[src/hdl/dcc_pkg.sv]
// Constants and types for the converter channel control block.
// Assumes a 40 MHz system clock and a 32-bit AXI4-Lite register bus.
package dcc_pkg;

  // ----------------------------------------------------------------
  // Timing
  // ----------------------------------------------------------------
  localparam int CLK_PERIOD_NS = 25;
  localparam int CAL_TIME_NS = 5000;
  localparam int CAL_CYCLES = (CAL_TIME_NS + CLK_PERIOD_NS - 1) / CLK_PERIOD_NS;

  // ----------------------------------------------------------------
  // Register byte offsets
  // ----------------------------------------------------------------
  localparam logic [7:0] ADDR_CTL = 8'h00;
  localparam logic [7:0] ADDR_DAT = 8'h04;
  localparam logic [7:0] ADDR_ISTAT = 8'h08;
  localparam logic [7:0] ADDR_IMASK = 8'h0c;

  // ----------------------------------------------------------------
  // Control field positions
  // ----------------------------------------------------------------
  localparam int GRP_BIT = 0;
  localparam int ENC_BIT = 1;
  localparam int IFG_BIT = 2;
  localparam int IE_BIT = 3;
  localparam int DF_BIT = 4;
  localparam int AMP_LSB = 5;
  localparam int IR_BIT = 8;
  localparam int CAL_BIT = 9;
  localparam int LSEL_LSB = 10;
  localparam int RES_BIT = 12;
  localparam int SREF_LSB = 13;

  // Writable control bits, and those frozen while conversion is enabled
  localparam logic [15:0] CTL_RW_MASK = 16'h7dff;
  localparam logic [15:0] CTL_LOCK_MASK = 16'h7df0;
  localparam logic [15:0] CTL_RESET = 16'h0000;
  localparam logic [11:0] DAT_RESET = 12'h000;

  // ----------------------------------------------------------------
  // Interrupt status bits
  // ----------------------------------------------------------------
  localparam int EV_LATCH = 0;
  localparam int EV_CAL = 1;
  localparam int EV_W = 2;
  localparam logic [1:0] EV_RESET = 2'h0;

  // ----------------------------------------------------------------
  // Codes
  // ----------------------------------------------------------------
  localparam logic [2:0] AMP_OFF_HIZ = 3'h0;
  localparam logic [2:0] AMP_OFF_ZERO = 3'h1;
  localparam logic [1:0] RESP_OKAY = 2'h0;
  localparam logic [1:0] RESP_SLVERR = 2'h2;

  typedef enum logic [1:0] {
    LSEL_WRITE = 2'b00,
    LSEL_GROUP = 2'b01,
    LSEL_TIMER1 = 2'b10,
    LSEL_TIMER2 = 2'b11
  } dcc_lsel_t;

  typedef enum logic {
    CAL_IDLE = 1'b0,
    CAL_RUN = 1'b1
  } dcc_cal_state_t;

endpackage

[src/hdl/dcc_pin_rise.sv]
// Pin synchroniser with rising-edge pulse for the timer trigger inputs.
// Assumes the pin is asynchronous to sys_clk_i.
`timescale 1ns/1ps

module dcc_pin_rise (
  input wire logic sys_clk_i,
  input wire logic rst_i,
  input wire logic pin_i,
  output logic rise_o
);

  logic s1;
  logic s2;
  logic s3;
  logic level;

  // Three stage chain; only the second stage reads the first
  always_ff @(posedge sys_clk_i) begin
    if (rst_i) begin
      s1 <= 1'b0;
      s2 <= 1'b0;
      s3 <= 1'b0;
    end else begin
      s1 <= pin_i;
      s2 <= s1;
      s3 <= s2;
    end
  end

  // Level accepted once stages two and three agree; filters a one-cycle blip
  always_ff @(posedge sys_clk_i) begin
    if (rst_i) begin
      level <= 1'b0;
      rise_o <= 1'b0;
    end else begin
      rise_o <= 1'b0;
      if (s2 == s3) begin
        level <= s3;
        rise_o <= s3 & ~level;
      end
    end
  end

endmodule

[src/hdl/dcc_channel.sv]
// Control and data registers for one 12-bit converter channel.
// Assumes AXI4-Lite from a master on sys_clk_i, timer outputs as raw pins,
// and a same-clock write pulse from the next higher channel for grouping.
`timescale 1ns/1ps

// Function
// Reference field codes 00/01 pick internal, 10/11 external reference.
// Load code 00 latches on every data write, enable ignored.
// Code 01 latches per write, or after all grouped channels written.
// Code 10 latches on rising edge of first timer output.
// Code 11 latches on rising edge of second timer output.
// Nonzero load code latches only while conversion enable is set.
// Writing calibration bit starts calibration; reads one until done, self-clears.
// Amplifier 000 off high-Z, 001 off driving zero, others speeds.
// Group bit joins next higher channel; unused on highest channel.
// Data bits 15-12 read zero and never reach the core.
// 12-bit mode right-justified, bit 11 is MSB or sign.
// 8-bit mode uses bits 7-0, bits 11-8 ignored.
// Latch with nonzero load code sets interrupt flag; code zero never.
// Interrupt while flag and enable set; flag cleared only by software.
// Bit 12 picks 12/8-bit; bit 4 picks binary/two's complement.
// Two's complement converts by inverting the selected sign bit.
module dcc_channel #(
  parameter int ADDR_W = 8,
  parameter bit IS_HIGHEST_CHANNEL = 1'b0,
  parameter int CAL_CYCLES = dcc_pkg::CAL_CYCLES
) (
  input wire logic sys_clk_i,
  input wire logic rst_i,
  input wire logic [ADDR_W-1:0] s_axi_awaddr_i,
  input wire logic s_axi_awvalid_i,
  output logic s_axi_awready_o,
  input wire logic [31:0] s_axi_wdata_i,
  input wire logic [3:0] s_axi_wstrb_i,
  input wire logic s_axi_wvalid_i,
  output logic s_axi_wready_o,
  output logic [1:0] s_axi_bresp_o,
  output logic s_axi_bvalid_o,
  input wire logic s_axi_bready_i,
  input wire logic [ADDR_W-1:0] s_axi_araddr_i,
  input wire logic s_axi_arvalid_i,
  output logic s_axi_arready_o,
  output logic [31:0] s_axi_rdata_o,
  output logic [1:0] s_axi_rresp_o,
  output logic s_axi_rvalid_o,
  input wire logic s_axi_rready_i,
  input wire logic first_timer_output1_i,
  input wire logic second_timer_output2_i,
  input wire logic peer_data_written_i,
  output logic data_written_o,
  output logic [11:0] core_code_o,
  output logic ref_external_o,
  output logic resolution_select_o,
  output logic input_range_select_o,
  output logic [2:0] amplifier_setting_o,
  output logic output_hiz_o,
  output logic output_zero_o,
  output logic cal_active_o,
  output logic irq_o
);

  // ----------------------------------------------------------------
  // Helpers
  // ----------------------------------------------------------------
  // Decode to {miss, index}; only low byte of address is compared
  function automatic logic [2:0] reg_decode(input logic [ADDR_W-1:0] a);
    logic [7:0] b;
    b = a[7:0];
    if (b == dcc_pkg::ADDR_CTL) reg_decode = 3'h0;
    else if (b == dcc_pkg::ADDR_DAT) reg_decode = 3'h1;
    else if (b == dcc_pkg::ADDR_ISTAT) reg_decode = 3'h2;
    else if (b == dcc_pkg::ADDR_IMASK) reg_decode = 3'h3;
    else reg_decode = 3'h4;
  endfunction

  // Byte-lane merge for the 16-bit registers
  function automatic logic [15:0] lane_merge(input logic [15:0] old,
                                             input logic [15:0] d,
                                             input logic [1:0] strb);
    lane_merge = old;
    if (strb[0]) lane_merge[7:0] = d[7:0];
    if (strb[1]) lane_merge[15:8] = d[15:8];
  endfunction

  // Data word to core code
  function automatic logic [11:0] core_conv(input logic [11:0] d,
                                            input logic res8,
                                            input logic twos);
    // sign flip
    if (res8) core_conv = {d[7] ^ twos, d[6:0], 4'h0};
    else core_conv = {d[11] ^ twos, d[10:0]};
  endfunction

  // ----------------------------------------------------------------
  // State
  // ----------------------------------------------------------------
  logic [ADDR_W-1:0] waddr;
  logic aw_full;
  logic [31:0] wdata;
  logic [3:0] wstrb;
  logic w_full;
  logic wr_fire;
  logic [2:0] wsel;
  logic [15:0] ctl;
  logic [11:0] dat;
  logic [15:0] dat_merge;
  logic [dcc_pkg::EV_W-1:0] istat;
  logic [dcc_pkg::EV_W-1:0] imask;
  logic dat_we;
  logic wr_evt;
  logic own_seen;
  logic peer_seen;
  logic grouped;
  logic load;
  logic cal_start;
  logic cal_done;
  logic [15:0] cal_cnt;
  logic t1_rise;
  logic t2_rise;
  logic rd_is_dat;
  logic [15:0] ctl_view;
  logic [15:0] next_ctl;
  dcc_pkg::dcc_lsel_t lsel;
  dcc_pkg::dcc_cal_state_t cal_state;

  assign lsel = dcc_pkg::dcc_lsel_t'(ctl[dcc_pkg::LSEL_LSB +: 2]);
  // group bit
  assign grouped = ctl[dcc_pkg::GRP_BIT] & ~IS_HIGHEST_CHANNEL;
  assign ctl_view = ctl | {6'h00, (cal_state == dcc_pkg::CAL_RUN), 9'h000};
  assign wsel = reg_decode(waddr);
  assign wr_fire = aw_full & w_full & ~s_axi_bvalid_o;
  assign dat_we = wr_fire & (wsel == 3'h1);
  assign cal_start = wr_fire & (wsel == 3'h0) & wstrb[1]
                     & wdata[dcc_pkg::CAL_BIT] & (cal_state == dcc_pkg::CAL_IDLE);

  // ----------------------------------------------------------------
  // Timer pin inputs
  // ----------------------------------------------------------------
  dcc_pin_rise u_tmr1 (
    .sys_clk_i(sys_clk_i),
    .rst_i(rst_i),
    .pin_i(first_timer_output1_i),
    .rise_o(t1_rise)
  );

  dcc_pin_rise u_tmr2 (
    .sys_clk_i(sys_clk_i),
    .rst_i(rst_i),
    .pin_i(second_timer_output2_i),
    .rise_o(t2_rise)
  );

  // ----------------------------------------------------------------
  // AXI write channels
  // ----------------------------------------------------------------
  // Address and data held independently; ready drops until response taken
  always_ff @(posedge sys_clk_i) begin
    if (rst_i) begin
      s_axi_awready_o <= 1'b1;
      aw_full <= 1'b0;
      waddr <= '0;
    end else if (s_axi_awvalid_i && s_axi_awready_o) begin
      s_axi_awready_o <= 1'b0;
      aw_full <= 1'b1;
      waddr <= s_axi_awaddr_i;
    end else if (s_axi_bvalid_o && s_axi_bready_i) begin
      s_axi_awready_o <= 1'b1;
      aw_full <= 1'b0;
    end
  end

  always_ff @(posedge sys_clk_i) begin
    if (rst_i) begin
      s_axi_wready_o <= 1'b1;
      w_full <= 1'b0;
      wdata <= 32'h0000_0000;
      wstrb <= 4'h0;
    end else if (s_axi_wvalid_i && s_axi_wready_o) begin
      s_axi_wready_o <= 1'b0;
      w_full <= 1'b1;
      wdata <= s_axi_wdata_i;
      wstrb <= s_axi_wstrb_i;
    end else if (s_axi_bvalid_o && s_axi_bready_i) begin
      s_axi_wready_o <= 1'b1;
      w_full <= 1'b0;
    end
  end

  // Write response one cycle after both halves are held
  always_ff @(posedge sys_clk_i) begin
    if (rst_i) begin
      s_axi_bvalid_o <= 1'b0;
      s_axi_bresp_o <= dcc_pkg::RESP_OKAY;
    end else if (wr_fire) begin
      s_axi_bvalid_o <= 1'b1;
      s_axi_bresp_o <= wsel[2] ? dcc_pkg::RESP_SLVERR : dcc_pkg::RESP_OKAY;
    end else if (s_axi_bready_i) begin
      s_axi_bvalid_o <= 1'b0;
    end
  end

  // ----------------------------------------------------------------
  // AXI read channel
  // ----------------------------------------------------------------
  // Reads have no side effects; answer one cycle after the address
  always_ff @(posedge sys_clk_i) begin
    if (rst_i) begin
      s_axi_arready_o <= 1'b1;
      s_axi_rvalid_o <= 1'b0;
      s_axi_rdata_o <= 32'h0000_0000;
      s_axi_rresp_o <= dcc_pkg::RESP_OKAY;
      rd_is_dat <= 1'b0;
    end else if (s_axi_arvalid_i && s_axi_arready_o) begin
      s_axi_arready_o <= 1'b0;
      s_axi_rvalid_o <= 1'b1;
      s_axi_rresp_o <= dcc_pkg::RESP_OKAY;
      rd_is_dat <= 1'b0;
      unique case (reg_decode(s_axi_araddr_i))
        3'h0: s_axi_rdata_o <= {16'h0000, ctl_view};
        3'h1: begin
          // upper nibble zero
          s_axi_rdata_o <= {20'h0_0000, dat};
          rd_is_dat <= 1'b1;
        end
        3'h2: s_axi_rdata_o <= {30'h0000_0000, istat};
        3'h3: s_axi_rdata_o <= {30'h0000_0000, imask};
        default: begin
          s_axi_rdata_o <= 32'h0000_0000;
          s_axi_rresp_o <= dcc_pkg::RESP_SLVERR;
        end
      endcase
    end else if (s_axi_rvalid_o && s_axi_rready_i) begin
      s_axi_arready_o <= 1'b1;
      s_axi_rvalid_o <= 1'b0;
    end
  end

  // ----------------------------------------------------------------
  // Control register
  // ----------------------------------------------------------------
  // Software value, with configuration frozen while conversion is enabled
  always_comb begin
    next_ctl = lane_merge(ctl, wdata[15:0], wstrb[1:0]) & dcc_pkg::CTL_RW_MASK;
    if (ctl[dcc_pkg::ENC_BIT]) begin
      next_ctl = (ctl & dcc_pkg::CTL_LOCK_MASK) | (next_ctl & ~dcc_pkg::CTL_LOCK_MASK);
    end
  end

  always_ff @(posedge sys_clk_i) begin
    if (rst_i) begin
      ctl <= dcc_pkg::CTL_RESET;
    end else begin
      if (wr_fire && wsel == 3'h0) begin
        ctl <= next_ctl;
      end
      // flag set, wins over a software clear
      if (load && lsel != dcc_pkg::LSEL_WRITE) begin
        ctl[dcc_pkg::IFG_BIT] <= 1'b1;
      end
    end
  end

  // Merged data word; a function result cannot be sliced in place
  assign dat_merge = lane_merge({4'h0, dat}, wdata[15:0], wstrb[1:0]);

  // Data register, 12 bits kept
  always_ff @(posedge sys_clk_i) begin
    if (rst_i) begin
      dat <= dcc_pkg::DAT_RESET;
      wr_evt <= 1'b0;
      data_written_o <= 1'b0;
    end else begin
      wr_evt <= dat_we;
      data_written_o <= dat_we;
      if (dat_we) begin
        dat <= dat_merge[11:0];
      end
    end
  end

  // ----------------------------------------------------------------
  // Load trigger
  // ----------------------------------------------------------------
  always_comb begin
    unique case (lsel)
      // write load, enable ignored
      dcc_pkg::LSEL_WRITE: load = wr_evt;
      // grouped waits for every member; R6 enable gate
      dcc_pkg::LSEL_GROUP: load = ctl[dcc_pkg::ENC_BIT] & (grouped ?
        ((own_seen | wr_evt) & (peer_seen | peer_data_written_i)) : wr_evt);
      // first timer edge
      dcc_pkg::LSEL_TIMER1: load = ctl[dcc_pkg::ENC_BIT] & t1_rise;
      // second timer edge
      dcc_pkg::LSEL_TIMER2: load = ctl[dcc_pkg::ENC_BIT] & t2_rise;
    endcase
  end

  // group bookkeeping; both seen flags clear in the load cycle, so a write then is not kept for next round
  always_ff @(posedge sys_clk_i) begin
    if (rst_i || !grouped) begin
      own_seen <= 1'b0;
      peer_seen <= 1'b0;
    end else if (load) begin
      own_seen <= 1'b0;
      peer_seen <= 1'b0;
    end else begin
      own_seen <= own_seen | wr_evt;
      peer_seen <= peer_seen | peer_data_written_i;
    end
  end

  // Conversion latch; R11 R12 R15 alignment and format
  always_ff @(posedge sys_clk_i) begin
    if (rst_i) begin
      core_code_o <= 12'h000;
    end else if (load) begin
      core_code_o <= core_conv(dat, ctl[dcc_pkg::RES_BIT], ctl[dcc_pkg::DF_BIT]);
    end
  end

  // ----------------------------------------------------------------
  // Analog control outputs
  // ----------------------------------------------------------------
  // reference route; R8 amplifier power codes
  always_ff @(posedge sys_clk_i) begin
    if (rst_i) begin
      ref_external_o <= 1'b0;
      resolution_select_o <= 1'b0;
      input_range_select_o <= 1'b0;
      amplifier_setting_o <= dcc_pkg::AMP_OFF_HIZ;
      output_hiz_o <= 1'b1;
      output_zero_o <= 1'b0;
    end else begin
      ref_external_o <= ctl[dcc_pkg::SREF_LSB + 1];
      resolution_select_o <= ctl[dcc_pkg::RES_BIT];
      input_range_select_o <= ctl[dcc_pkg::IR_BIT];
      amplifier_setting_o <= ctl[dcc_pkg::AMP_LSB +: 3];
      output_hiz_o <= ctl[dcc_pkg::AMP_LSB +: 3] == dcc_pkg::AMP_OFF_HIZ;
      output_zero_o <= ctl[dcc_pkg::AMP_LSB +: 3] == dcc_pkg::AMP_OFF_ZERO;
    end
  end

  // ----------------------------------------------------------------
  // Calibration
  // ----------------------------------------------------------------
  // fixed-length run; writing zero does not abort it
  always_ff @(posedge sys_clk_i) begin
    if (rst_i) begin
      cal_state <= dcc_pkg::CAL_IDLE;
      cal_cnt <= 16'h0000;
      cal_active_o <= 1'b0;
    end else begin
      unique case (cal_state)
        dcc_pkg::CAL_IDLE: begin
          if (cal_start) begin
            cal_state <= dcc_pkg::CAL_RUN;
            cal_cnt <= 16'(CAL_CYCLES - 1);
            cal_active_o <= 1'b1;
          end
        end
        dcc_pkg::CAL_RUN: begin
          if (cal_done) begin
            cal_state <= dcc_pkg::CAL_IDLE;
            cal_active_o <= 1'b0;
          end else begin
            cal_cnt <= cal_cnt - 16'h0001;
          end
        end
      endcase
    end
  end
  assign cal_done = (cal_state == dcc_pkg::CAL_RUN) && (cal_cnt == 16'h0000);

  // ----------------------------------------------------------------
  // Interrupts
  // ----------------------------------------------------------------
  // Sticky events, write one to clear; a new event beats the clear
  always_ff @(posedge sys_clk_i) begin
    if (rst_i) begin
      istat <= dcc_pkg::EV_RESET;
      imask <= dcc_pkg::EV_RESET;
    end else begin
      if (wr_fire && wsel == 3'h2 && wstrb[0]) begin
        istat <= istat & ~wdata[dcc_pkg::EV_W-1:0];
      end
      if (wr_fire && wsel == 3'h3 && wstrb[0]) begin
        imask <= wdata[dcc_pkg::EV_W-1:0];
      end
      if (load && lsel != dcc_pkg::LSEL_WRITE) begin
        istat[dcc_pkg::EV_LATCH] <= 1'b1;
      end
      if (cal_done) begin
        istat[dcc_pkg::EV_CAL] <= 1'b1;
      end
    end
  end

  // request while flag and enable both set
  always_ff @(posedge sys_clk_i) begin
    if (rst_i) begin
      irq_o <= 1'b0;
    end else begin
      irq_o <= (ctl[dcc_pkg::IFG_BIT] & ctl[dcc_pkg::IE_BIT]) | (|(istat & imask));
    end
  end

  // ----------------------------------------------------------------
  // Assertions
  // ----------------------------------------------------------------
  localparam int CAL_WAIT = 1000;
endmodule

[config.mk]
export PLATFORM = sky130hd
export DESIGN_NAME = dcc_channel
export DESIGN_NICKNAME = d
export VERILOG_FILES = /design/src/hdl/dcc_pkg.sv /design/src/hdl/dcc_pin_rise.sv /design/src/hdl/dcc_channel.sv
export SDC_FILE = /design/constraint.sdc
export NUM_CORES = 1
export LEC_CHECK = 0
export BUFFER_PORTS_ARGS = -buffer_cell sky130_fd_sc_hd__buf_4
export CORE_ASPECT_RATIO = 0.5
export CORE_MARGIN = 2
export CORE_UTILIZATION = 30
export DETAILED_ROUTE_END_ITERATION = 8
export RECOVER_POWER = 100
export REMOVE_ABC_BUFFERS = 1
export SLEW_MARGIN = 20
export SYNTH_ARGS = -nofsm -noshare
export SYNTH_HDL_FRONTEND = slang
export SYNTH_SLANG_ARGS = --single-unit
export TNS_END_PERCENT = 5
[constraint.sdc]
create_clock -name sys_clk_i -period 2.95 [get_ports sys_clk_i]
set_input_delay 0.295 -clock sys_clk_i [delete_from_list [all_inputs] [get_ports sys_clk_i]]
set_output_delay 0.295 -clock sys_clk_i [all_outputs]
set_load 0.02 [all_outputs]
==> results of run 1 <==
==> stage by stage <==
| step | instance area [µm²] | setup slack, ns | hold WS, ns | cells |
|---|---|---|---|---|
| after global routing | 6650 | 0.308 | 0.0986 | 913 |
| final | 6650 | 0.413 | 0.0919 | 913 |
| after floorplan | 5260 | 0.857 | 0.362 | 552 |
| after CTS | 6860 | 0.648 | 0.0701 | 913 |
| after global placement | 6270 | 0.674 | 0.420 | 881 |
| after detailed placement | 6270 | 0.658 | 0.424 | 881 |
==> logic make-up (layout without fill, tap and decap cells) <==
| logic type | after synthesis | count (layout) |
|---|---|---|
| xor+xnor | 1 | 1 |
| mux | 58 | 58 |
| fa+ha+maj | 2 | 2 |
| buf+inv | 64 | 139 |
| other cells | 1 | 19 |
| simple gates | 223 | 223 |
| compound gates | 106 | 106 |
| flops | 131 | 131 |
==> layout make-up <==
cell class	instances	area [µm²]
fillers	1828	11000
inverters	12	45.0
flip-flops and latches	131	2620
multi-input cells	409	2580
clock inverters	15	161
repair buffers	95	522
well taps	234	293
clock buffers	17	425
==> critical path, stage by stage, from the launching register on <==
cell	delay (ns)
dfxtp_1	0.32
or4_1	0.62
nor4_1	1.06
mux2i_1	0.29
nor2_1	0.05
==> report_power, final <==
group,switching [µW],total (µW),internal [µW]
Sequential,28.3,1830,1800
Clock,900,2100,1200
Combinational,149,228,79.0
Total,1080,4160,3090
==> metal layers <==
layer  track usage  wire, µm  vias to the layer above  share of wire
met5             0         0                        -              0
met4        0.0352        78                        0         0.0056
met3        0.0376       652                        8          0.047
met2         0.236      6290                       79           0.46
met1         0.191      6800                     2095           0.49
li1              -         -                     2221              -
==> layout by cell type, fill, tap and decap left out, types with 9 or more instances in the layout <==
master     instances
dfxtp_1          131
nand2_1           72
nor2_1            59
clkbuf_1          51
a21oi_1           48
mux2i_1           45
buf_4             44
conb_1            19
clkbuf_16         17
inv_1             11
nor4_1            11
mux2_2            11
nor2b_1           10
a2bb2oi_1         10
nor3_1             9
==> flip-flops by register name, indices dropped and copies added (netlist names), 2 cells and up, named ones only <==
signal,cells
amplifier_setting_o,3
cal_cnt,16
core_code_o,12
ctl,12
dat,12
imask,2
istat,2
s_axi_rdata_o,15
waddr,8
wdata,15
wstrb,2
==> worst max-delay path by stage <==
stage	endpoint	start
after detailed placement	cal_cnt[10]	waddr[6]
after CTS	cal_cnt[10]	waddr[6]
after global placement	cal_cnt[10]	waddr[6]
after floorplan	cal_cnt[11]	waddr[6]
final	dat[11]	waddr[6]
after global routing	dat[11]	waddr[6]
==> synth_stat cells (all sizes together) (3+ instances only) <==
cell and count:
a211o 7, a211oi 4, a21oi 48, a2bb2oi 10
and2 3, and3 4, and3b 3, buf 25
clkbuf 27, dfxtp 131, inv 12, mux2 11
mux2i 45, nand2 72, nand2b 3, nand3 8
nand3b 3, nand4 7, nor2 59, nor2b 10
nor3 9, nor3b 3, nor4 13, o211a 8
o21ai 8, o31a 3, o41ai 4, or3 6
or4 8
==> metrics, run 1 <==
Clock Latency Late Sink 0.42 ns; Adder-Cell Fraction of Synth Area 0.00458; Data required, critical path 3.18 ns; Fmax 0.394 GHz; detailed-route via count 4,403; hpwl dp 9390 µm; Syn Std Cell Area 5460 µm²; Setup Viol. Count Final 0; final antenna-violating net count 0; largest net degree at the start of global routing 66; worst path arrival time 2.76 ns; Initial Util 0.310; Worst Setup End Kind flop; H-tree levels 4; synth top area cells dfxtp_1 48%, mux2i_1 8.2%, nand2_1 4.9%; CTS tree built; Hold Path Origin first_timer_output1_i; # Max-Cap Violations 1; main combinational cell family by area after synthesis simple AND/OR/NAND/NOR gates; top cell type's share of synthesized area 0.480; RSZ-0062 raised after global routing false; Synth Flop Type dfxtp_1; sequential area share after synthesis 0.480; failing checks max-capacitance violations, max-slew violations; Worst Hold Class input port to flop; Mapped Cells 586; Total Routed Length 13,800 µm; worst reg2reg endpoint dat[11]; Rows 34; hold depth 2; Layout Utilization 0.377; ANT cells 0; root buffer cell clkbuf_16; grt ovf 0; Slew Viols, Final 44; post-synthesis compound-gate area fraction 0.132; CP startpoint kind flop; R2R cell count 4; PortBufs 87; WL/cell 15.1 µm; Synth cell types 61; Worst-path clk slew 0.07 ns; syn avg cell area 9.32 µm²; Via density 4.82; worst slew pin tran 1.86 ns; yosys warns 0; leading area contributor after synthesis dfxtp_1; via count of the first global-routing pass 4,216; global placer's final weighted congestion 0.764; DRT Pass-1 Iters 6; Synth Area in XOR/XNOR 0.00160; Clock Tree Buf Depth 2; I/O pin cnt 126; Synth Register Bits 131; die height 99.4 µm; Hold EP u_tmr1.s1; DRC 0; CTS buffer count 17; clk sinks 131; GRT Total Usage 0.144; DIE WIDTH 195 µm; total power 4160 µW; Async SR Flop Fraction 0; Synth Area in Simple Gates 0.210; post-CTS setup buffers 0; post-synthesis mux area share 0.113; Sum Neg Setup Slack 0 ns; critical path fanouts, max 4; cts hold-fix bufs 0; Worst R2R Setup Slack 0.41 ns; fin crit share 0.860; Initial DRC Count 238; maximum VDD drop 0.346 mV; post-cts sizing count 0; Post-synth EDFFs 0; power density cells 626 nW/µm²; outcome complete, but fails checks; final hold viol count 0; Crit Path Class flop to flop; share of layout cells above drive strength 1 0.138; Core Footprint 17,600 µm²; global-route wire length before repair 22,000 µm; clock period minus worst slack 2.54 ns; Leakage 0.00270 µW; R2R Path Start waddr[6]; antenna violations before repair 0; Syn-to-layout area delta 21.6%; die area 19,400 µm²; Final #Nets 730; clk_skew 0.0122 ns; slew margin rel. -0.237
Power figures use the tool's default switching activity.
==> run 2, diff against run 1 <==
CORE_ASPECT_RATIO = 0.6   (was 0.5)
clock period = 3.2 ns   (was 2.95 ns; I/O delays follow)
==> metrics, run 2 (synthesis gave the netlist of run 1 again) <==
root buffer cell clkbuf_16; grt ovf 0 (unchanged); Clock Tree Buf Depth 2 (unchanged); Regs by FF count cal_cnt x16, s_axi_rdata_o x15, wdata x15; post-CTS setup buffers 0 (unchanged); Final #Nets 729 (-0.14%); cts hold-fix bufs 0 (unchanged); PortBufs 87 (unchanged); clock period minus worst slack 2.67 ns (+0.134 ns); CTS tree built; Setup WS post-layout 0.529 ns (+0.116 ns); global-route wire length before repair 22,700 µm (+3.1%); Core Footprint 18,000 µm² (+2.0%); Via density 4.81 (-0.36%); Setup Viol. Count Final 0 (unchanged); die area 19,300 µm² (-0.16%); Crit Path Class flop to flop; R2R cell count 4 (unchanged); die height 109 µm (+9.2%); final hold viol count 0 (unchanged); Slew Viols, Final 0 (-100%); power density cells 593 nW/µm² (-5.4%); post-cts sizing count 0 (unchanged); most frequent cells in the layout 131 x dfxtp_1, 72 x nand2_1, 59 x nor2_1; global placer's final weighted congestion 0.789 (+3.4%); ANT cells 0 (unchanged); worst slew pin tran 1.49 ns (-0.368 ns); placed insts 886 (+0.57%); CP startpoint kind flop; CTS buffer count 17 (unchanged); Syn-to-layout area delta 22.0%; Clock Latency Late Sink 0.41 ns (about the same); maximum VDD drop 0.328 mV (-5.1%); Rows 38 (+12%); DIE WIDTH 178 µm (-8.5%); worst path arrival time 2.93 ns (+0.17 ns); commonest non-fill, non-tap cell in the layout dfxtp_1; outcome complete, but fails checks; GRT Total Usage 0.153 (+0.00871); hpwl dp 10,100 µm (+7.6%); clk sinks 131 (unchanged); Initial DRC Count 289 (+21%); H-tree levels 4 (unchanged); hold depth 2 (unchanged); crit path from waddr[6]; Worst Hold Class input port to flop; slew margin rel. 0.0000884 (+0.237); fin crit share 0.835 (-0.0253); WL/cell 15.6 µm (+2.8%); detailed-route via count 4,411 (+0.18%); final antenna-violating net count 0 (unchanged); clk_skew 0.0117 ns (-0.000490 ns); max FFs per register 16 (unchanged); # Max-Cap Violations 1 (unchanged); Fmax 0.374 GHz (-5.0%); Worst-path clk slew 0.06 ns (about the same); Total Routed Length 14,300 µm (+3.4%); DRC 0 (unchanged); antenna violations before repair 0 (unchanged); via count of the first global-routing pass 4,016 (-4.7%); share of layout cells above drive strength 1 0.136 (-0.00275); Data required, critical path 3.46 ns (+0.28 ns); Leakage 0.00271 µW (+0.28%); Biggest register cal_cnt; R2R Path Start waddr[6]; RSZ-0062 raised after global routing false; failing checks max-capacitance violations; Layout Utilization 0.371 (-0.00631); post-place setup slack 0.710 ns (+0.0523 ns); Worst Setup End Kind flop; critical path fanouts, max 8 (+4); largest net degree at the start of global routing 49 (-26%); I/O pin cnt 126 (unchanged); Initial Util 0.304 (-0.00622); Sum Neg Setup Slack 0 ns (unchanged); DRT Pass-1 Iters 5 (-1); non-filler instance count after layout 918 (+0.55%); Hold Path Origin second_timer_output2_i
[run 2: cell count changes in the layout (fill, tap and decap cells not counted), sizes merged]
cell | before | now
buf | 44 | 43
bufinv | 1 | 3
clkinv | 2 | 5
inv | 22 | 17
[run 2: per-stage QoR]
stage          power (µW)  cell area [µm²]  hold WS, ns
2_1_floorplan        1830             5260        0.387
3_3_place_gp         1950             6270        0.420
3_5_place_dp         1950             6270        0.428
4_1_cts              4000             6890        0.101
5_1_grt              4100             6670        0.107
6_report             3950             6670        0.111
[run 2: layer usage]
layer  up-vias  global-route usage  share of wire
li1       2228                   -              -
met1      2050               0.247           0.56
met2       124               0.193           0.37
met3         9              0.0376          0.068
met4         0              0.0383         0.0034
met5         -                   0              0
[run 2: where the power goes]
| part | switching (µW) | leakage [µW] | internal (µW) |
|---|---|---|---|
| Clock | 801 | 0.000297 | 1250 |
| Sequential | 27.6 | 0.00106 | 1660 |
| Combinational | 138 | 0.00135 | 74.0 |
[run 2: worst max-delay path, cell delays in order, from the launching register on]
cell     delay, ns
dfxtp_1       0.32
or4_1         0.61
nor4_2        1.24
mux2i_1       0.28
nor2_1        0.05
[run 2: area by class of cell]
type | count | area (µm²)
Fill cell | 1880 | 11300
Sequential cell | 131 | 2620
Multi-Input combinational cell | 409 | 2560
Timing Repair Buffer | 94 | 518
Clock buffer | 17 | 425
Tap cell | 240 | 300
Clock inverter | 15 | 195
Inverter | 12 | 45.0
[run 2: final timing paths]
check | end | slack, ns
setup reg to reg | dat[4] | 0.53
hold reg to reg | u_tmr2.s2 | 0.44
setup / recovery | dat[4] | 0.53
hold / removal | u_tmr2.s1 | 0.11
==> run 3, diff against run 2 <==
clock period = 2.75 ns   (was 3.2 ns; I/O delays follow)
==> metrics, run 3 (synthesis gave the netlist of run 1 again) <==
Clock Tree Buf Depth 2 (unchanged); CTS tree built; Syn-to-layout area delta 23.1%; commonest non-fill, non-tap cell in the layout dfxtp_1; grt ovf 0 (unchanged); final antenna-violating net count 0 (unchanged); Via density 4.76 (-0.88%); Worst-path clk slew 0.06 ns (about the same); ANT cells 0 (unchanged); root buffer cell clkbuf_16; Final #Nets 734 (+0.69%); detailed-route via count 4,396 (-0.34%); hold depth 2 (unchanged); via count of the first global-routing pass 3,987 (-0.72%); RSZ-0062 raised after global routing false; Slew Viols, Final 111 (+111); Leakage 0.00273 µW (+0.86%); Fmax 0.419 GHz (+12%); Hold EP u_tmr1.s1; post-cts sizing count 0 (unchanged); WL/cell 15.4 µm (-1.3%); Crit Path Class flop to flop; CP cell instances or4_4, nor4_1, nor3_1, mux2_2; DIE WIDTH 178 µm (unchanged); CP startpoint kind flop; clock period minus worst slack 2.38 ns (-0.286 ns); share of layout cells above drive strength 1 0.149 (+0.0136); Clock Latency Late Sink 0.42 ns (about the same); worst reg2reg endpoint cal_cnt[10]; outcome complete, but fails checks; failing checks max-capacitance violations, max-slew violations; Worst Path Buf+Inv 0 (unchanged); cts hold-fix bufs 0 (unchanged); fill count 1,877 (-0.16%); hpwl dp 9880 µm (-2.1%); post-CTS setup buffers 0 (unchanged); # Max-Cap Violations 1 (unchanged); crit path from cal_cnt[6]; global-route wire length before repair 22,400 µm (-0.98%); non-filler instance count after layout 923 (+0.54%); Worst R2R Setup Slack 0.37 ns (-0.16 ns); DRC 0 (unchanged); fin crit share 0.867 (+0.0326); H-tree levels 4 (unchanged); critical path fanouts, max 7 (-1); Hold Path Origin first_timer_output1_i; R2R cell count 4 (unchanged); clk_skew 0.00758 ns (-0.00413 ns); total power 4610 µW (+17%); most frequent cells in the layout 131 x dfxtp_1, 72 x nand2_1, 59 x nor2_1; Setup Viol. Count Final 0 (unchanged); Sum Neg Setup Slack 0 ns (unchanged); peak per-stage delay on the critical path 0.86 ns (-0.38 ns); R2R Path Start cal_cnt[6]; Worst Setup End Kind flop; antenna violations before repair 0 (unchanged); max FFs per register 16 (unchanged); Core Footprint 18,000 µm² (unchanged); cell count along the critical path 4 (unchanged); largest net degree at the start of global routing 111 (+130%); Initial Util 0.304 (unchanged); final hold viol count 0 (unchanged); internal power 3480 µW (+16%); Worst Hold Class input port to flop; Rows 38 (unchanged); Data required, critical path 3.06 ns (-0.40 ns); die area 19,300 µm² (unchanged); Biggest register cal_cnt; Largest delay share family, worst path simple AND/OR/NAND/NOR gates; worst path arrival time 2.70 ns (-0.23 ns); CTS buffer count 17 (unchanged); maximum VDD drop 0.407 mV (+24%); slew margin rel. -0.533 (-0.533); Total Routed Length 14,200 µm (-0.72%); Initial DRC Count 278 (-3.8%); I/O pin cnt 126 (unchanged); DRT Pass-1 Iters 6 (+1); Crit-path slowest cell nor4_1; net switching power figure 1140 µW (+18%); sequential power share 0.427 (about the same); Gate power share 0.054 (about the same); Regs by FF count cal_cnt x16, s_axi_rdata_o x15, wdata x15; sw frac 0.247 (+0.00183); power density cells 686 nW/µm² (+16%); GRT Total Usage 0.152 (-0.000514); worst slew pin tran 2.30 ns (+0.812 ns); PortBufs 87 (unchanged); die height 109 µm (unchanged); clk sinks 131 (unchanged); global placer's final weighted congestion 0.796 (+0.90%); placed insts 891 (+0.56%); clock share of power 0.519 (about the same)
run 3: cell count changes in the layout (fill, tap and decap cells not counted), sizes merged:
cell	delta
buf	+6
clkbuf	-1
clkinvlp	+1
clkinv	-3
inv	+2
run 3: metrics by stage:
| stage | worst slack, ns | utilization | area [µm²] | hold slack [ns] |
|---|---|---|---|---|
| 3_5_place_dp | 0.475 | 0.352 | 6320 | 0.421 |
| 2_1_floorplan | 0.657 | - | 5260 | 0.342 |
| 4_1_cts | 0.461 | 0.386 | 6940 | 0.0514 |
| 6_report | 0.365 | 0.374 | 6730 | 0.0599 |
| 3_3_place_gp | 0.499 | 0.352 | 6320 | 0.419 |
| 5_1_grt | 0.223 | 0.374 | 6730 | 0.0565 |
run 3: how the worst max path moves through the flow:
stage | slack (ns) | to
2_1_floorplan | 0.66 | cal_cnt[11]
3_3_place_gp | 0.50 | cal_cnt[13]
3_5_place_dp | 0.47 | cal_cnt[13]
4_1_cts | 0.46 | cal_cnt[13]
5_1_grt | 0.22 | output_hiz_o
6_report | 0.37 | cal_cnt[10]
run 3: layer usage:
layer / routed length (µm) / global-route usage / share of wire
met5: 0 / 0 / 0
met4: 127 / 0.0401 / 0.0090
met3: 828 / 0.0432 / 0.058
met2: 5120 / 0.189 / 0.36
met1: 8100 / 0.245 / 0.57
run 3: power by group through the flow:
stage | registers, µW | clock network (µW) | logic, µW
finish | 1970 | 2400 | 250
global route | 1970 | 2530 | 279
CTS | 1970 | 2430 | 263
detailed placement | 2010 | 0 | 262
global placement | 2010 | 0 | 260
floorplan | 2010 | 0 | 121
run 3: cell type report:
type / count / area [µm²] / share of cell area
flip-flops and latches: 131 / 2620 / 0.390
multi-input cells: 409 / 2580 / 0.384
repair buffers: 99 / 557 / 0.0828
clock buffers: 17 / 425 / 0.0632
well taps: 240 / 300 / 0.0446
clock inverters: 15 / 194 / 0.0288
inverters: 12 / 45.0 / 0.00670
